**config.mk**
```make
export PLATFORM = sky130hd
export DESIGN_NAME = atb_trim_bank
export DESIGN_NICKNAME = d
export VERILOG_FILES = /design/src/atb_pkg.sv /design/src/atb_trim_bank.sv
export SDC_FILE = /design/constraint.sdc
export NUM_CORES = 1
export LEC_CHECK = 0
export BUFFER_PORTS_ARGS = -buffer_cell sky130_fd_sc_hd__buf_4
export CELL_PAD_IN_SITES_DETAIL_PLACEMENT = 1
export CELL_PAD_IN_SITES_GLOBAL_PLACEMENT = 2
export CORE_ASPECT_RATIO = 1.1
export CORE_MARGIN = 2
export CORE_UTILIZATION = 35
export DETAILED_ROUTE_END_ITERATION = 8
export GPL_ROUTABILITY_DRIVEN = 0
export HOLD_SLACK_MARGIN = 0.06
export PLACE_DENSITY = 0.91
export SYNTH_ARGS = -nofsm -noshare
export SYNTH_HDL_FRONTEND = slang
export SYNTH_SLANG_ARGS = --single-unit
export TNS_END_PERCENT = 30
```
**constraint.sdc**
```tcl
create_clock -name SYS_CLK -period 2.68 [get_ports SYS_CLK]
set_input_delay 0.268 -clock SYS_CLK [delete_from_list [all_inputs] [get_ports SYS_CLK]]
set_output_delay 0.268 -clock SYS_CLK [all_outputs]
set_load 0.01 [all_outputs]
```
**src/atb_pkg.sv**
```systemverilog
// constants and types shared by the analog trim register bank
package atb_pkg;

  // ==========================================================
  // register offsets on the analog serial register port
  localparam logic [7:0] ATB_ADDR_DLY_REF  = 8'h0f;
  localparam logic [7:0] ATB_ADDR_HB_COPY  = 8'h10;
  localparam logic [7:0] ATB_ADDR_BR_HS    = 8'h11;

  // ==========================================================
  // field positions, lsb of each field
  localparam int ATB_POS_DLY    = 6;
  localparam int ATB_POS_RSVD   = 4;
  localparam int ATB_POS_INTERNAL_CURRENT_REFERENCE   = 0;
  localparam int ATB_POS_HI2    = 6;
  localparam int ATB_POS_MID3   = 3;
  localparam int ATB_POS_LO3    = 0;

  // ==========================================================
  // reset values
  localparam logic [1:0] ATB_RST_DLY   = 2'h0;
  localparam logic [3:0] ATB_RST_INTERNAL_CURRENT_REFERENCE  = 4'h0;
  localparam logic [1:0] ATB_RST_TRIM2 = 2'h0;
  localparam logic [2:0] ATB_RST_TRIM3 = 3'h0;
  localparam logic [7:0] ATB_RD_ZERO   = 8'h00;

  // ==========================================================
  // reserved copy trim code and highest defined reference trim code
  localparam logic [2:0] ATB_COPY_RSVD = 3'h4;
  localparam logic [3:0] ATB_INTERNAL_CURRENT_REFERENCE_MAX  = 4'h8;

  // ==========================================================
  // over-current filter times and their cycle counts
  localparam int ATB_CLK_PERIOD_NS = 50;
  localparam int ATB_DLY00_US      = 950;
  localparam int ATB_DLY01_US      = 536;
  localparam int ATB_DLY10_US      = 234;
  localparam int ATB_DLY11_US      = 78;
  localparam int ATB_DLY00_CYC     = ATB_DLY00_US * 1000 / ATB_CLK_PERIOD_NS;
  localparam int ATB_DLY01_CYC     = ATB_DLY01_US * 1000 / ATB_CLK_PERIOD_NS;
  localparam int ATB_DLY10_CYC     = ATB_DLY10_US * 1000 / ATB_CLK_PERIOD_NS;
  localparam int ATB_DLY11_CYC     = ATB_DLY11_US * 1000 / ATB_CLK_PERIOD_NS;
  localparam int ATB_CNT_W         = 15;

  // ==========================================================
  // over-current filter states
  typedef enum logic [2:0] {
    ATB_F_IDLE   = 3'b001,
    ATB_F_FILTER = 3'b010,
    ATB_F_TRIP   = 3'b100
  } atb_filt_t;

  // whole state of the bank
  typedef struct packed {
    logic [1:0]           dly;
    logic [3:0]           internal_current_reference;
    logic [1:0]           b12_s0;
    logic [2:0]           b34_s1;
    logic [2:0]           b12_s1;
    logic [1:0]           b34_s0;
    logic [2:0]           hs23;
    logic [2:0]           hs1;
    logic [7:0]           rdata;
    logic                 rvalid;
    logic                 oc_s1;
    logic                 oc_s2;
    logic [ATB_CNT_W-1:0] cnt;
    atb_filt_t            filt;
  } atb_state_t;

endpackage

```
**src/atb_trim_bank.sv**
```systemverilog
// analog trim register bank with over-current filter delay select
//
// Contract
// two-bit filter delay field, read/write, selects 950/536/234/78 us filter.
// reset clears the filter delay field, giving the longest delay.
// four-bit write-only reference trim, nine defined codes, cleared on reset.
// software never sets the two reserved bits of the first register.
// second register bits 7:6 trim bridge one-two copy, sense select 0.
// second register bits 5:3 trim bridge three-four copy, sense select 1.
// second register bits 2:0 trim bridge one-two copy, sense select 1.
// third register bits 7:6 trim bridge three-four copy, sense select 0.
// third register bits 5:3 trim high-side two-three copy.
// third register bits 2:0 trim high-side one copy.
// second and third registers read back as all zeros.
// reset clears every copy trim field to zero.
// software rewrites factory trim values after every reset.
// software never writes code 100 into a three-bit copy trim.
// three registers at consecutive addresses, first register lowest.
// first register holds delay at 7:6, reserved 5:4, reference trim 3:0.
`timescale 1ns/1ps
module atb_trim_bank
  import atb_pkg::*;
#(
  parameter int DLY00_CYCLES = ATB_DLY00_CYC,
  parameter int DLY01_CYCLES = ATB_DLY01_CYC,
  parameter int DLY10_CYCLES = ATB_DLY10_CYC,
  parameter int DLY11_CYCLES = ATB_DLY11_CYC
) (
  // clock, reset, clock enable
  input  wire logic       SYS_CLK,
  input  wire logic       RST_B,
  input  wire logic       CE,
  // register port
  input  wire logic [7:0] REG_ADDR,
  input  wire logic       REG_WR,
  input  wire logic [7:0] REG_WDATA,
  input  wire logic       REG_RD,
  output logic      [7:0] REG_RDATA,
  output logic            REG_RVALID,
  // supply over-current detection
  input  wire logic       OC_RAW,
  output logic            OC_SHUTDOWN,
  // trim fields to the analog blocks
  output logic      [1:0] SUPPLY_OVERCURRENT_FILTER_DELAY,
  output logic      [3:0] CURRENT_REFERENCE_TRIM,
  output logic      [1:0] BRIDGE12_COPY_TRIM_SENSE0,
  output logic      [2:0] BRIDGE34_COPY_TRIM_SENSE1,
  output logic      [2:0] BRIDGE12_COPY_TRIM_SENSE1,
  output logic      [1:0] BRIDGE34_COPY_TRIM_SENSE0,
  output logic      [2:0] HIGHSIDE23_COPY_TRIM,
  output logic      [2:0] HIGHSIDE1_COPY_TRIM,
  // undefined trim code present
  output logic            TRIM_CODE_UNDEFINED
);

  // ==========================================================
  // filter limits, last count before the trip
  localparam logic [ATB_CNT_W-1:0] LIM00 = ATB_CNT_W'(DLY00_CYCLES - 1);
  localparam logic [ATB_CNT_W-1:0] LIM01 = ATB_CNT_W'(DLY01_CYCLES - 1);
  localparam logic [ATB_CNT_W-1:0] LIM10 = ATB_CNT_W'(DLY10_CYCLES - 1);
  localparam logic [ATB_CNT_W-1:0] LIM11 = ATB_CNT_W'(DLY11_CYCLES - 1);

  atb_state_t           st;
  atb_state_t           next_st;
  logic [ATB_CNT_W-1:0] limit;
  logic                 wr_dly_ref;
  logic                 wr_hb_copy;
  logic                 wr_br_hs;

  // ==========================================================
  // helper functions

  // maps the delay code to the last filter count
  function automatic logic [ATB_CNT_W-1:0] delay_limit(input logic [1:0] code);
    logic [ATB_CNT_W-1:0] lim;
    lim = LIM00;
    case (code)
      2'h0: lim = LIM00;
      2'h1: lim = LIM01;
      2'h2: lim = LIM10;
      2'h3: lim = LIM11;
      default: lim = LIM00;
    endcase
    return lim;
  endfunction

  // flags the reserved code of a three-bit copy trim
  function automatic logic copy_rsvd(input logic [2:0] code);
    return code == ATB_COPY_RSVD;
  endfunction

  // ==========================================================
  // address decode for writes
  assign wr_dly_ref = REG_WR && (REG_ADDR == ATB_ADDR_DLY_REF);
  assign wr_hb_copy = REG_WR && (REG_ADDR == ATB_ADDR_HB_COPY);
  assign wr_br_hs   = REG_WR && (REG_ADDR == ATB_ADDR_BR_HS);
  assign limit      = delay_limit(st.dly);

  // ==========================================================
  // next-state logic
  always_comb begin
    next_st        = st;
    next_st.rvalid = 1'b0;
    // pin synchroniser, first stage read only by the second
    next_st.oc_s1 = OC_RAW;
    next_st.oc_s2 = st.oc_s1;

    // first register, reserved bits are not stored
    if (wr_dly_ref) begin
      next_st.dly  = REG_WDATA[ATB_POS_DLY +: 2];
      next_st.internal_current_reference = REG_WDATA[ATB_POS_INTERNAL_CURRENT_REFERENCE +: 4];
    end
    // second register
    if (wr_hb_copy) begin
      next_st.b12_s0 = REG_WDATA[ATB_POS_HI2 +: 2];
      next_st.b34_s1 = REG_WDATA[ATB_POS_MID3 +: 3];
      next_st.b12_s1 = REG_WDATA[ATB_POS_LO3 +: 3];
    end
    // third register
    if (wr_br_hs) begin
      next_st.b34_s0 = REG_WDATA[ATB_POS_HI2 +: 2];
      next_st.hs23   = REG_WDATA[ATB_POS_MID3 +: 3];
      next_st.hs1    = REG_WDATA[ATB_POS_LO3 +: 3];
    end

    // read answer, old value if a write arrives together
    if (REG_RD) begin
      next_st.rvalid = 1'b1;
      case (REG_ADDR)
        ATB_ADDR_DLY_REF: begin
          next_st.rdata = {st.dly, 6'h00};
        end
        ATB_ADDR_HB_COPY: begin
          next_st.rdata = ATB_RD_ZERO;
        end
        ATB_ADDR_BR_HS: begin
          next_st.rdata = ATB_RD_ZERO;
        end
        default: begin
          next_st.rdata = ATB_RD_ZERO;
        end
      endcase
    end

    // over-current filter
    case (st.filt)
      ATB_F_IDLE: begin
        next_st.cnt = '0;
        if (st.oc_s2) begin
          next_st.filt = ATB_F_FILTER;
        end
      end
      ATB_F_FILTER: begin
        if (!st.oc_s2) begin
          next_st.filt = ATB_F_IDLE;
          next_st.cnt  = '0;
        end else if (st.cnt >= limit) begin
          next_st.filt = ATB_F_TRIP;
        end else begin
          next_st.cnt = st.cnt + 1'b1;
        end
      end
      ATB_F_TRIP: begin
        next_st.cnt = '0;
        if (!st.oc_s2) begin
          next_st.filt = ATB_F_IDLE;
        end
      end
      default: begin
        next_st.filt = ATB_F_IDLE;
        next_st.cnt  = '0;
      end
    endcase
  end

  // ==========================================================
  // state register, frozen while the clock enable is low
  always_ff @(posedge SYS_CLK or negedge RST_B) begin
    if (!RST_B) begin
      st        <= '0;
      st.dly    <= ATB_RST_DLY;
      st.internal_current_reference   <= ATB_RST_INTERNAL_CURRENT_REFERENCE;
      st.b12_s0 <= ATB_RST_TRIM2;
      st.b34_s1 <= ATB_RST_TRIM3;
      st.b12_s1 <= ATB_RST_TRIM3;
      st.b34_s0 <= ATB_RST_TRIM2;
      st.hs23   <= ATB_RST_TRIM3;
      st.hs1    <= ATB_RST_TRIM3;
      st.filt   <= ATB_F_IDLE;
    end else if (CE) begin
      st <= next_st;
    end
  end

  // ==========================================================
  // outputs
  assign REG_RDATA                       = st.rdata;
  assign REG_RVALID                      = st.rvalid;
  assign OC_SHUTDOWN                     = (st.filt == ATB_F_TRIP);
  assign SUPPLY_OVERCURRENT_FILTER_DELAY = st.dly;
  assign CURRENT_REFERENCE_TRIM          = st.internal_current_reference;
  assign BRIDGE12_COPY_TRIM_SENSE0       = st.b12_s0;
  assign BRIDGE34_COPY_TRIM_SENSE1       = st.b34_s1;
  assign BRIDGE12_COPY_TRIM_SENSE1       = st.b12_s1;
  assign BRIDGE34_COPY_TRIM_SENSE0       = st.b34_s0;
  assign HIGHSIDE23_COPY_TRIM            = st.hs23;
  assign HIGHSIDE1_COPY_TRIM             = st.hs1;

  // undefined codes left by software show here
  assign TRIM_CODE_UNDEFINED = (st.internal_current_reference > ATB_INTERNAL_CURRENT_REFERENCE_MAX) || copy_rsvd(st.b34_s1)
    || copy_rsvd(st.b12_s1) || copy_rsvd(st.hs23) || copy_rsvd(st.hs1);
endmodule

```
* Word-level counts from Yosys, hierarchy flattened *
Cells that the tools add are included.

storage, ports and cells
  word-level logic and storage cells = 57
  flip-flop bits (word level) = 51
  input port bits = 22

operators by class
  order comparisons = 2
  reduce and logical (&&, ||, !) cells = 14
  add/subtract/negate cells = 1
  equal/unequal tests = 17
  multiplexer cells = 9

operators by type and width
  operator               count
  $pmux 15 s4            1
  $pmux 18 s3            1
  $mux 18                1
  $eq 8x5->1 const B     2
  $add 15x1->15 const B  1
  $eq 3x3->1 const B     5
  $ge 15x15->1           1
  $mux 15                1
  $reduce_and 2->1       5
  $mux 3                 3
  $eq 8x4->1 const B     1
  $mux 8                 1
  $ne 3x3->1 const B     2
  $eq 2x2->1 const B     2
  $gt 4x4->1 const B     1
  $logic_or 1x1->1       4
  $ne 2x2->1 const B     2
  $reduce_and 4->1       1
  $eq 3x1->1 const B     1
  $eq 3x2->1 const B     1
  $logic_and 1x1->1      3
  $eq 2x1->1 const B     1
  $logic_not 2->1        1
  $mux 1                 1

* Longest topological paths before layout *
  depth after elaboration = 6
  mapped depth = 12
  gate-level depth less buffers = 10

* Worst setup path before layout *
No wires, ideal clock.

  path type = flip-flop to flip-flop
  start = register st, in the netlist SUPPLY_OVERCURRENT_FILTER_DELAY[0]
  end = register st[10] (netlist bit)
  slack = 0.357 ns
  cell stages (with the launch flop) = 12
  data arrival time = 2.254 ns
  data required time = 2.611 ns
  cells stage by stage = dfrtp_1 inv_1 ha_1 inv_1 ha_1 a21oi_1 o21ai_0 o211ai_2 nand3_2 buf_6 or4_1 nand3_1

on the way
  word-level cells in the longest chain between the ends = 5
  elaborated cells between the ends (all ways) = 8

RTL lines
  element                             RTL line              source
  from (decl)                         atb_trim_bank.sv:63   atb_state_t st;
  from (signal assigned)              atb_trim_bank.sv:191  st <= next_st;
  $eq 2x2->1 (tied with other cells)  atb_trim_bank.sv:77   case (code)
  $pmux 15 s4 *                       atb_trim_bank.sv:77
  $ge 15x15->1 *                      atb_trim_bank.sv:157  end else if (st.cnt >= limit) begin
  $ne 3x3->1 (no line) *              n/a
  $reduce_and 2->1 (no line) *        n/a

Every way passes the cells marked *; elsewhere a longest branch is shown, timed or not. The select of a mux whose other input is x is not followed.
A chain may end at the register's enable or synchronous reset.

* Final worst setup path *
  start = register st, in the netlist SUPPLY_OVERCURRENT_FILTER_DELAY[1]
  end = register st[6] (netlist bit)

Same word-level chain as after synthesis.

==> flow_summary.html <==
<table>
<tr><th>Metric</th><th>Value</th></tr>
<tr><th colspan="2">Place</th></tr>
<tr><td>Post-Place Cell Area</td><td>0.00308 mm^2</td></tr>
<tr><td>Half-perimeter wire length of the detailed placement result</td><td>4880 um</td></tr>
<tr><td>Port Buf Inserts</td><td>48</td></tr>
<tr><th colspan="2">Cells and area</th></tr>
<tr><td>Seq. cell area</td><td>0.00113 mm^2</td></tr>
<tr><td>Relative area change from synthesis to final layout</td><td>17.0%</td></tr>
<tr><td>Final design area excluding fillers</td><td>0.00330 mm^2</td></tr>
<tr><td>Leading cell types in the layout, fill and taps excluded</td><td>59 x buf_4, 43 x dfrtp_1, 26 x nand2_1, 22 x mux2_1, 20 x nand3_1</td></tr>
<tr><td>Inserted Diodes</td><td>0</td></tr>
<tr><td>Utilization after layout</td><td>42.0%</td></tr>
<tr><td>Fillers</td><td>905</td></tr>
<tr><td>Fraction of layout cells with a size suffix above 1</td><td>27.5%</td></tr>
<tr><td>Area taken by multi-input logic gates</td><td>0.00142 mm^2</td></tr>
<tr><td>Commonest non-fill, non-tap cell in the layout</td><td>buf_4</td></tr>
<tr><td>Final #Nets</td><td>355</td></tr>
<tr><th colspan="2">Min path</th></tr>
<tr><td>Tightest Hold Check Type</td><td>primary input to flip-flop</td></tr>
<tr><th colspan="2">Power and ir drop</th></tr>
<tr><td>IR Drop Worst-Case VDD</td><td>0.212 mV</td></tr>
<tr><td>PnR Total Power</td><td>1.45 mW</td></tr>
<tr><td>Leak pwr</td><td>1.64 nW</td></tr>
<tr><td>Ratio of total power to cell area</td><td>440 mW/mm^2</td></tr>
<tr><th colspan="2">Worst setup path</th></tr>
<tr><td>Kind of critical path</td><td>flip-flop to flip-flop</td></tr>
<tr><td>Max FO, Critical Path</td><td>8</td></tr>
<tr><td>Slowest Stage Delay on Critical Path</td><td>0.55 ns</td></tr>
<tr><td>Library cell appearing most often on the critical path</td><td>inv_1</td></tr>
<tr><td>CP Capture Type</td><td>flip-flop</td></tr>
<tr><td>Data required, critical path</td><td>2.92 ns</td></tr>
<tr><td>Critical path cell sequence</td><td>inv_1, ha_2, inv_1, ha_1, nand2_1, nor2_1, a211oi_4, buf_4, nand3_4, or4_4, nand3_1</td></tr>
<tr><td>CP Data Arrival Time</td><td>2.81 ns</td></tr>
<tr><td>Cell with the biggest individual delay on the critical path</td><td>or4_4</td></tr>
<tr><td>Kind of start point of the critical path</td><td>flip-flop</td></tr>
<tr><th colspan="2">Synth</th></tr>
<tr><td>Async set-or-reset flop fraction in the synthesized netlist</td><td>100%</td></tr>
<tr><td>Sequential share of the synthesized area</td><td>39.9%</td></tr>
<tr><td>Count of state elements after synthesis</td><td>45</td></tr>
<tr><td>Distinct cells, synth</td><td>51</td></tr>
<tr><td>Mapped Area</td><td>0.00282 mm^2</td></tr>
<tr><td>Post-synthesis instance total</td><td>282</td></tr>
<tr><td>Number of enable flip-flop cells after synthesis</td><td>0</td></tr>
<tr><td>Mean post-synth cell area</td><td>10.0 um^2</td></tr>
<tr><td>Total number of yosys warnings</td><td>0</td></tr>
<tr><td>Most used DFF post-synth</td><td>dfrtp_1</td></tr>
<tr><th colspan="2">Detailed routing</th></tr>
<tr><td>Post-detailed-route wirelength per cell</td><td>16.2 um</td></tr>
<tr><td>Detailed-route DRC error count</td><td>0</td></tr>
<tr><td>Via count</td><td>2210</td></tr>
<tr><td>Average via count per standard cell</td><td>5.21</td></tr>
<tr><td>Initial DRC Count</td><td>76</td></tr>
<tr><td>Post-detailed-route count of antenna-violating nets</td><td>0</td></tr>
<tr><td>Detailed-routing iteration count for the pre-antenna-repair pass</td><td>4</td></tr>
<tr><td>Wire length reported by the detailed router</td><td>6890 um</td></tr>
<tr><th colspan="2">Floorplanning</th></tr>
<tr><td>Initial cell density of the core</td><td>35.9%</td></tr>
<tr><td>Die X</td><td>89.6 um</td></tr>
<tr><td>Area of the die</td><td>0.00880 mm^2</td></tr>
<tr><td>Core region area</td><td>0.00787 mm^2</td></tr>
<tr><td>DIE HEIGHT</td><td>98.2 um</td></tr>
<tr><td>Number of placement rows</td><td>34</td></tr>
<tr><td>Number of top-level design ports</td><td>55</td></tr>
<tr><th colspan="2">Timing</th></tr>
<tr><td>Highest achievable clock rate</td><td>390 MHz</td></tr>
<tr><td>TNS Setup</td><td>0 ns</td></tr>
<tr><td>Worst slew pin tran</td><td>0.602 ns</td></tr>
<tr><td>Final max-slew violation count</td><td>0</td></tr>
<tr><td>Rel. slew slack</td><td>59.9%</td></tr>
<tr><td>Post-layout min period</td><td>2.57 ns</td></tr>
<tr><td>Ratio of final minimum period to clock period</td><td>95.8%</td></tr>
<tr><td>Worst-case clock skew</td><td>0.00422 ns</td></tr>
<tr><td>Final hold slack</td><td>0.190 ns</td></tr>
<tr><td>Number of failing hold endpoints at the final stage</td><td>0</td></tr>
<tr><td>Final setup violation count</td><td>0</td></tr>
<tr><th colspan="2">Flow run</th></tr>
<tr><td>Number of maximum-capacitance constraint violations</td><td>0</td></tr>
<tr><th colspan="2">GRT</th></tr>
<tr><td>Number of global-route vias before repair</td><td>2311</td></tr>
<tr><td>Number of antenna violations at the first check in global routing</td><td>0</td></tr>
<tr><td>Largest net degree at the start of global routing</td><td>46</td></tr>
<tr><td>Global-route congestion overflow total</td><td>0</td></tr>
<tr><td>Total global-route track usage</td><td>15.9%</td></tr>
<tr><td>Wire length of the first global-routing pass</td><td>11200 um</td></tr>
<tr><th colspan="2">Clock network</th></tr>
<tr><td># H-tree levels</td><td>2</td></tr>
<tr><td>Insertion delay to the later sink of the worst-skew pair</td><td>0.30 ns</td></tr>
<tr><td>CTS Sinks</td><td>45</td></tr>
<tr><td>Clock tree from TritonCTS</td><td>built</td></tr>
<tr><td>Number of CTS-inserted buffers</td><td>5</td></tr>
<tr><td>Clock slew seen by the registers of the worst setup and hold paths</td><td>0.09 ns</td></tr>
<tr><td>Buffer depth of the longest clock path</td><td>2</td></tr>
<tr><td>Root buffer cell</td><td>clkbuf_8</td></tr>
<tr><th colspan="2">Run status</th></tr>
<tr><td>Run status</td><td>complete, no violations</td></tr>
</table>
-- critical path, delay by kind of cell (launching register included) --
kind	cells	cell delay, ns
flops	1	0.44
buf+inv	3	0.37
simple gates	5	0.98
compound gates	1	0.20
fa+ha+maj	2	0.52
-- layer usage --
metal	global-route usage [%]	up-vias	wire [um]
met5	0	-	0
met3	2.70	5	333
met4	3.44	0	53
met2	26.5	49	3440
li1	-	1052	-
met1	21.3	1104	3060
-- metrics by stage --
stage | worst slack, ns | instances
detailed placement | -0.0108 | 410
global route | -0.0479 | 424
global placement | 0.126 | 410
CTS | 0.0647 | 419
floorplan | 0.357 | 287
finish | 0.113 | 424
-- state kept, by name (all words and copies together) (netlist names) --
name and count:
st 19, BRIDGE12_COPY_TRIM_SENSE1 3, CURRENT_REFERENCE_TRIM 4, HIGHSIDE1_COPY_TRIM 3, BRIDGE12_COPY_TRIM_SENSE0 2, HIGHSIDE23_COPY_TRIM 3
BRIDGE34_COPY_TRIM_SENSE1 3, REG_RVALID 1, BRIDGE34_COPY_TRIM_SENSE0 2, next_st 1, REG_RDATA 2, SUPPLY_OVERCURRENT_FILTER_DELAY 2
-- kinds of logic after synthesis --
kind of cell | count (synthesis) | synth area share (%)
flip-flops | 45 | 39.9
AND/OR/NAND/NOR | 101 | 19.6
XOR/XNOR | 1 | 0.310
AO/OA/AOI/OAI | 40 | 9.93
buffers and inverters | 52 | 12.5
adder cells (fa/ha/maj) | 18 | 7.98
multiplexers | 24 | 9.57
other | 1 | 0.133
-- synthesized netlist by cell type, types with 2 or more instances --
master / count / share of area (%)
dfrtp_1: 44 / 39
buf_4: 30 / 8.0
nand2_1: 26 / 3.5
mux2_1: 22 / 8.8
nand3_1: 20 / 3.5
ha_1: 18 / 8.0
nor2_1: 18 / 2.4
inv_1: 11 / 1.5
a21oi_1: 8 / 1.4
o211ai_1: 7 / 1.9
nand4_1: 6 / 1.3
or4_1: 6 / 1.6
o21ai_0: 5 / 0.89
a22oi_1: 4 / 1.1
and3_1: 4 / 0.89
buf_6: 4 / 1.6
o311ai_1: 4 / 1.2
buf_2: 3 / 0.53
or3_1: 3 / 0.66
and4_1: 2 / 0.62
mux2_2: 2 / 0.80
nand4b_1: 2 / 0.62
nor2b_1: 2 / 0.44
nor3_1: 2 / 0.35
nor4_1: 2 / 0.44
o21ai_1: 2 / 0.35
-- power breakdown --
part	leakage (nW)	internal, mW	switching [mW]	total (mW)
registers	0.615	0.705	0.0344	0.740
clock network	0.0574	0.304	0.249	0.552
logic	0.968	0.0760	0.0839	0.160
total	1.64	1.08	0.367	1.45
-- timing repair --
action	4_1_cts	5_1_grt
pin swaps	0	3
endpoints found under the setup margin	8	14
cloned	0	1
hold endpoints to repair	44	0
hold buffers	1	0
setup buffers	0	4
resized for setup	2	9
-- cell type report --
class,instances,area share (%)
Clock buffer,6,2.50
Sequential cell,45,34.2
Clock inverter,2,1.14
Timing Repair Buffer,60,13.7
Tap cell,108,4.09
Multi-Input combinational cell,191,43.0
Inverter,12,1.36
-- final timing paths --
| kind | start | to | slack [ns] | cells past startpoint |
|---|---|---|---|---|
| worst min register to register | REG_RDATA[7] | REG_RDATA[7] | 0.48 | 2 |
| min in group asynchronous | RST_B | st[17] | 0.52 | 2 |
| worst max-delay path | SUPPLY_OVERCURRENT_FILTER_DELAY[1] | st[6] | 0.11 | 11 |
| max in group asynchronous | RST_B | SUPPLY_OVERCURRENT_FILTER_DELAY[1] | 1.73 | 2 |
| worst min-delay path | REG_WDATA[5] | HIGHSIDE23_COPY_TRIM[2] | 0.19 | 2 |
| worst max register to register | SUPPLY_OVERCURRENT_FILTER_DELAY[1] | st[6] | 0.11 | 11 |
Note: power is estimated with default switching activity, not from simulation.
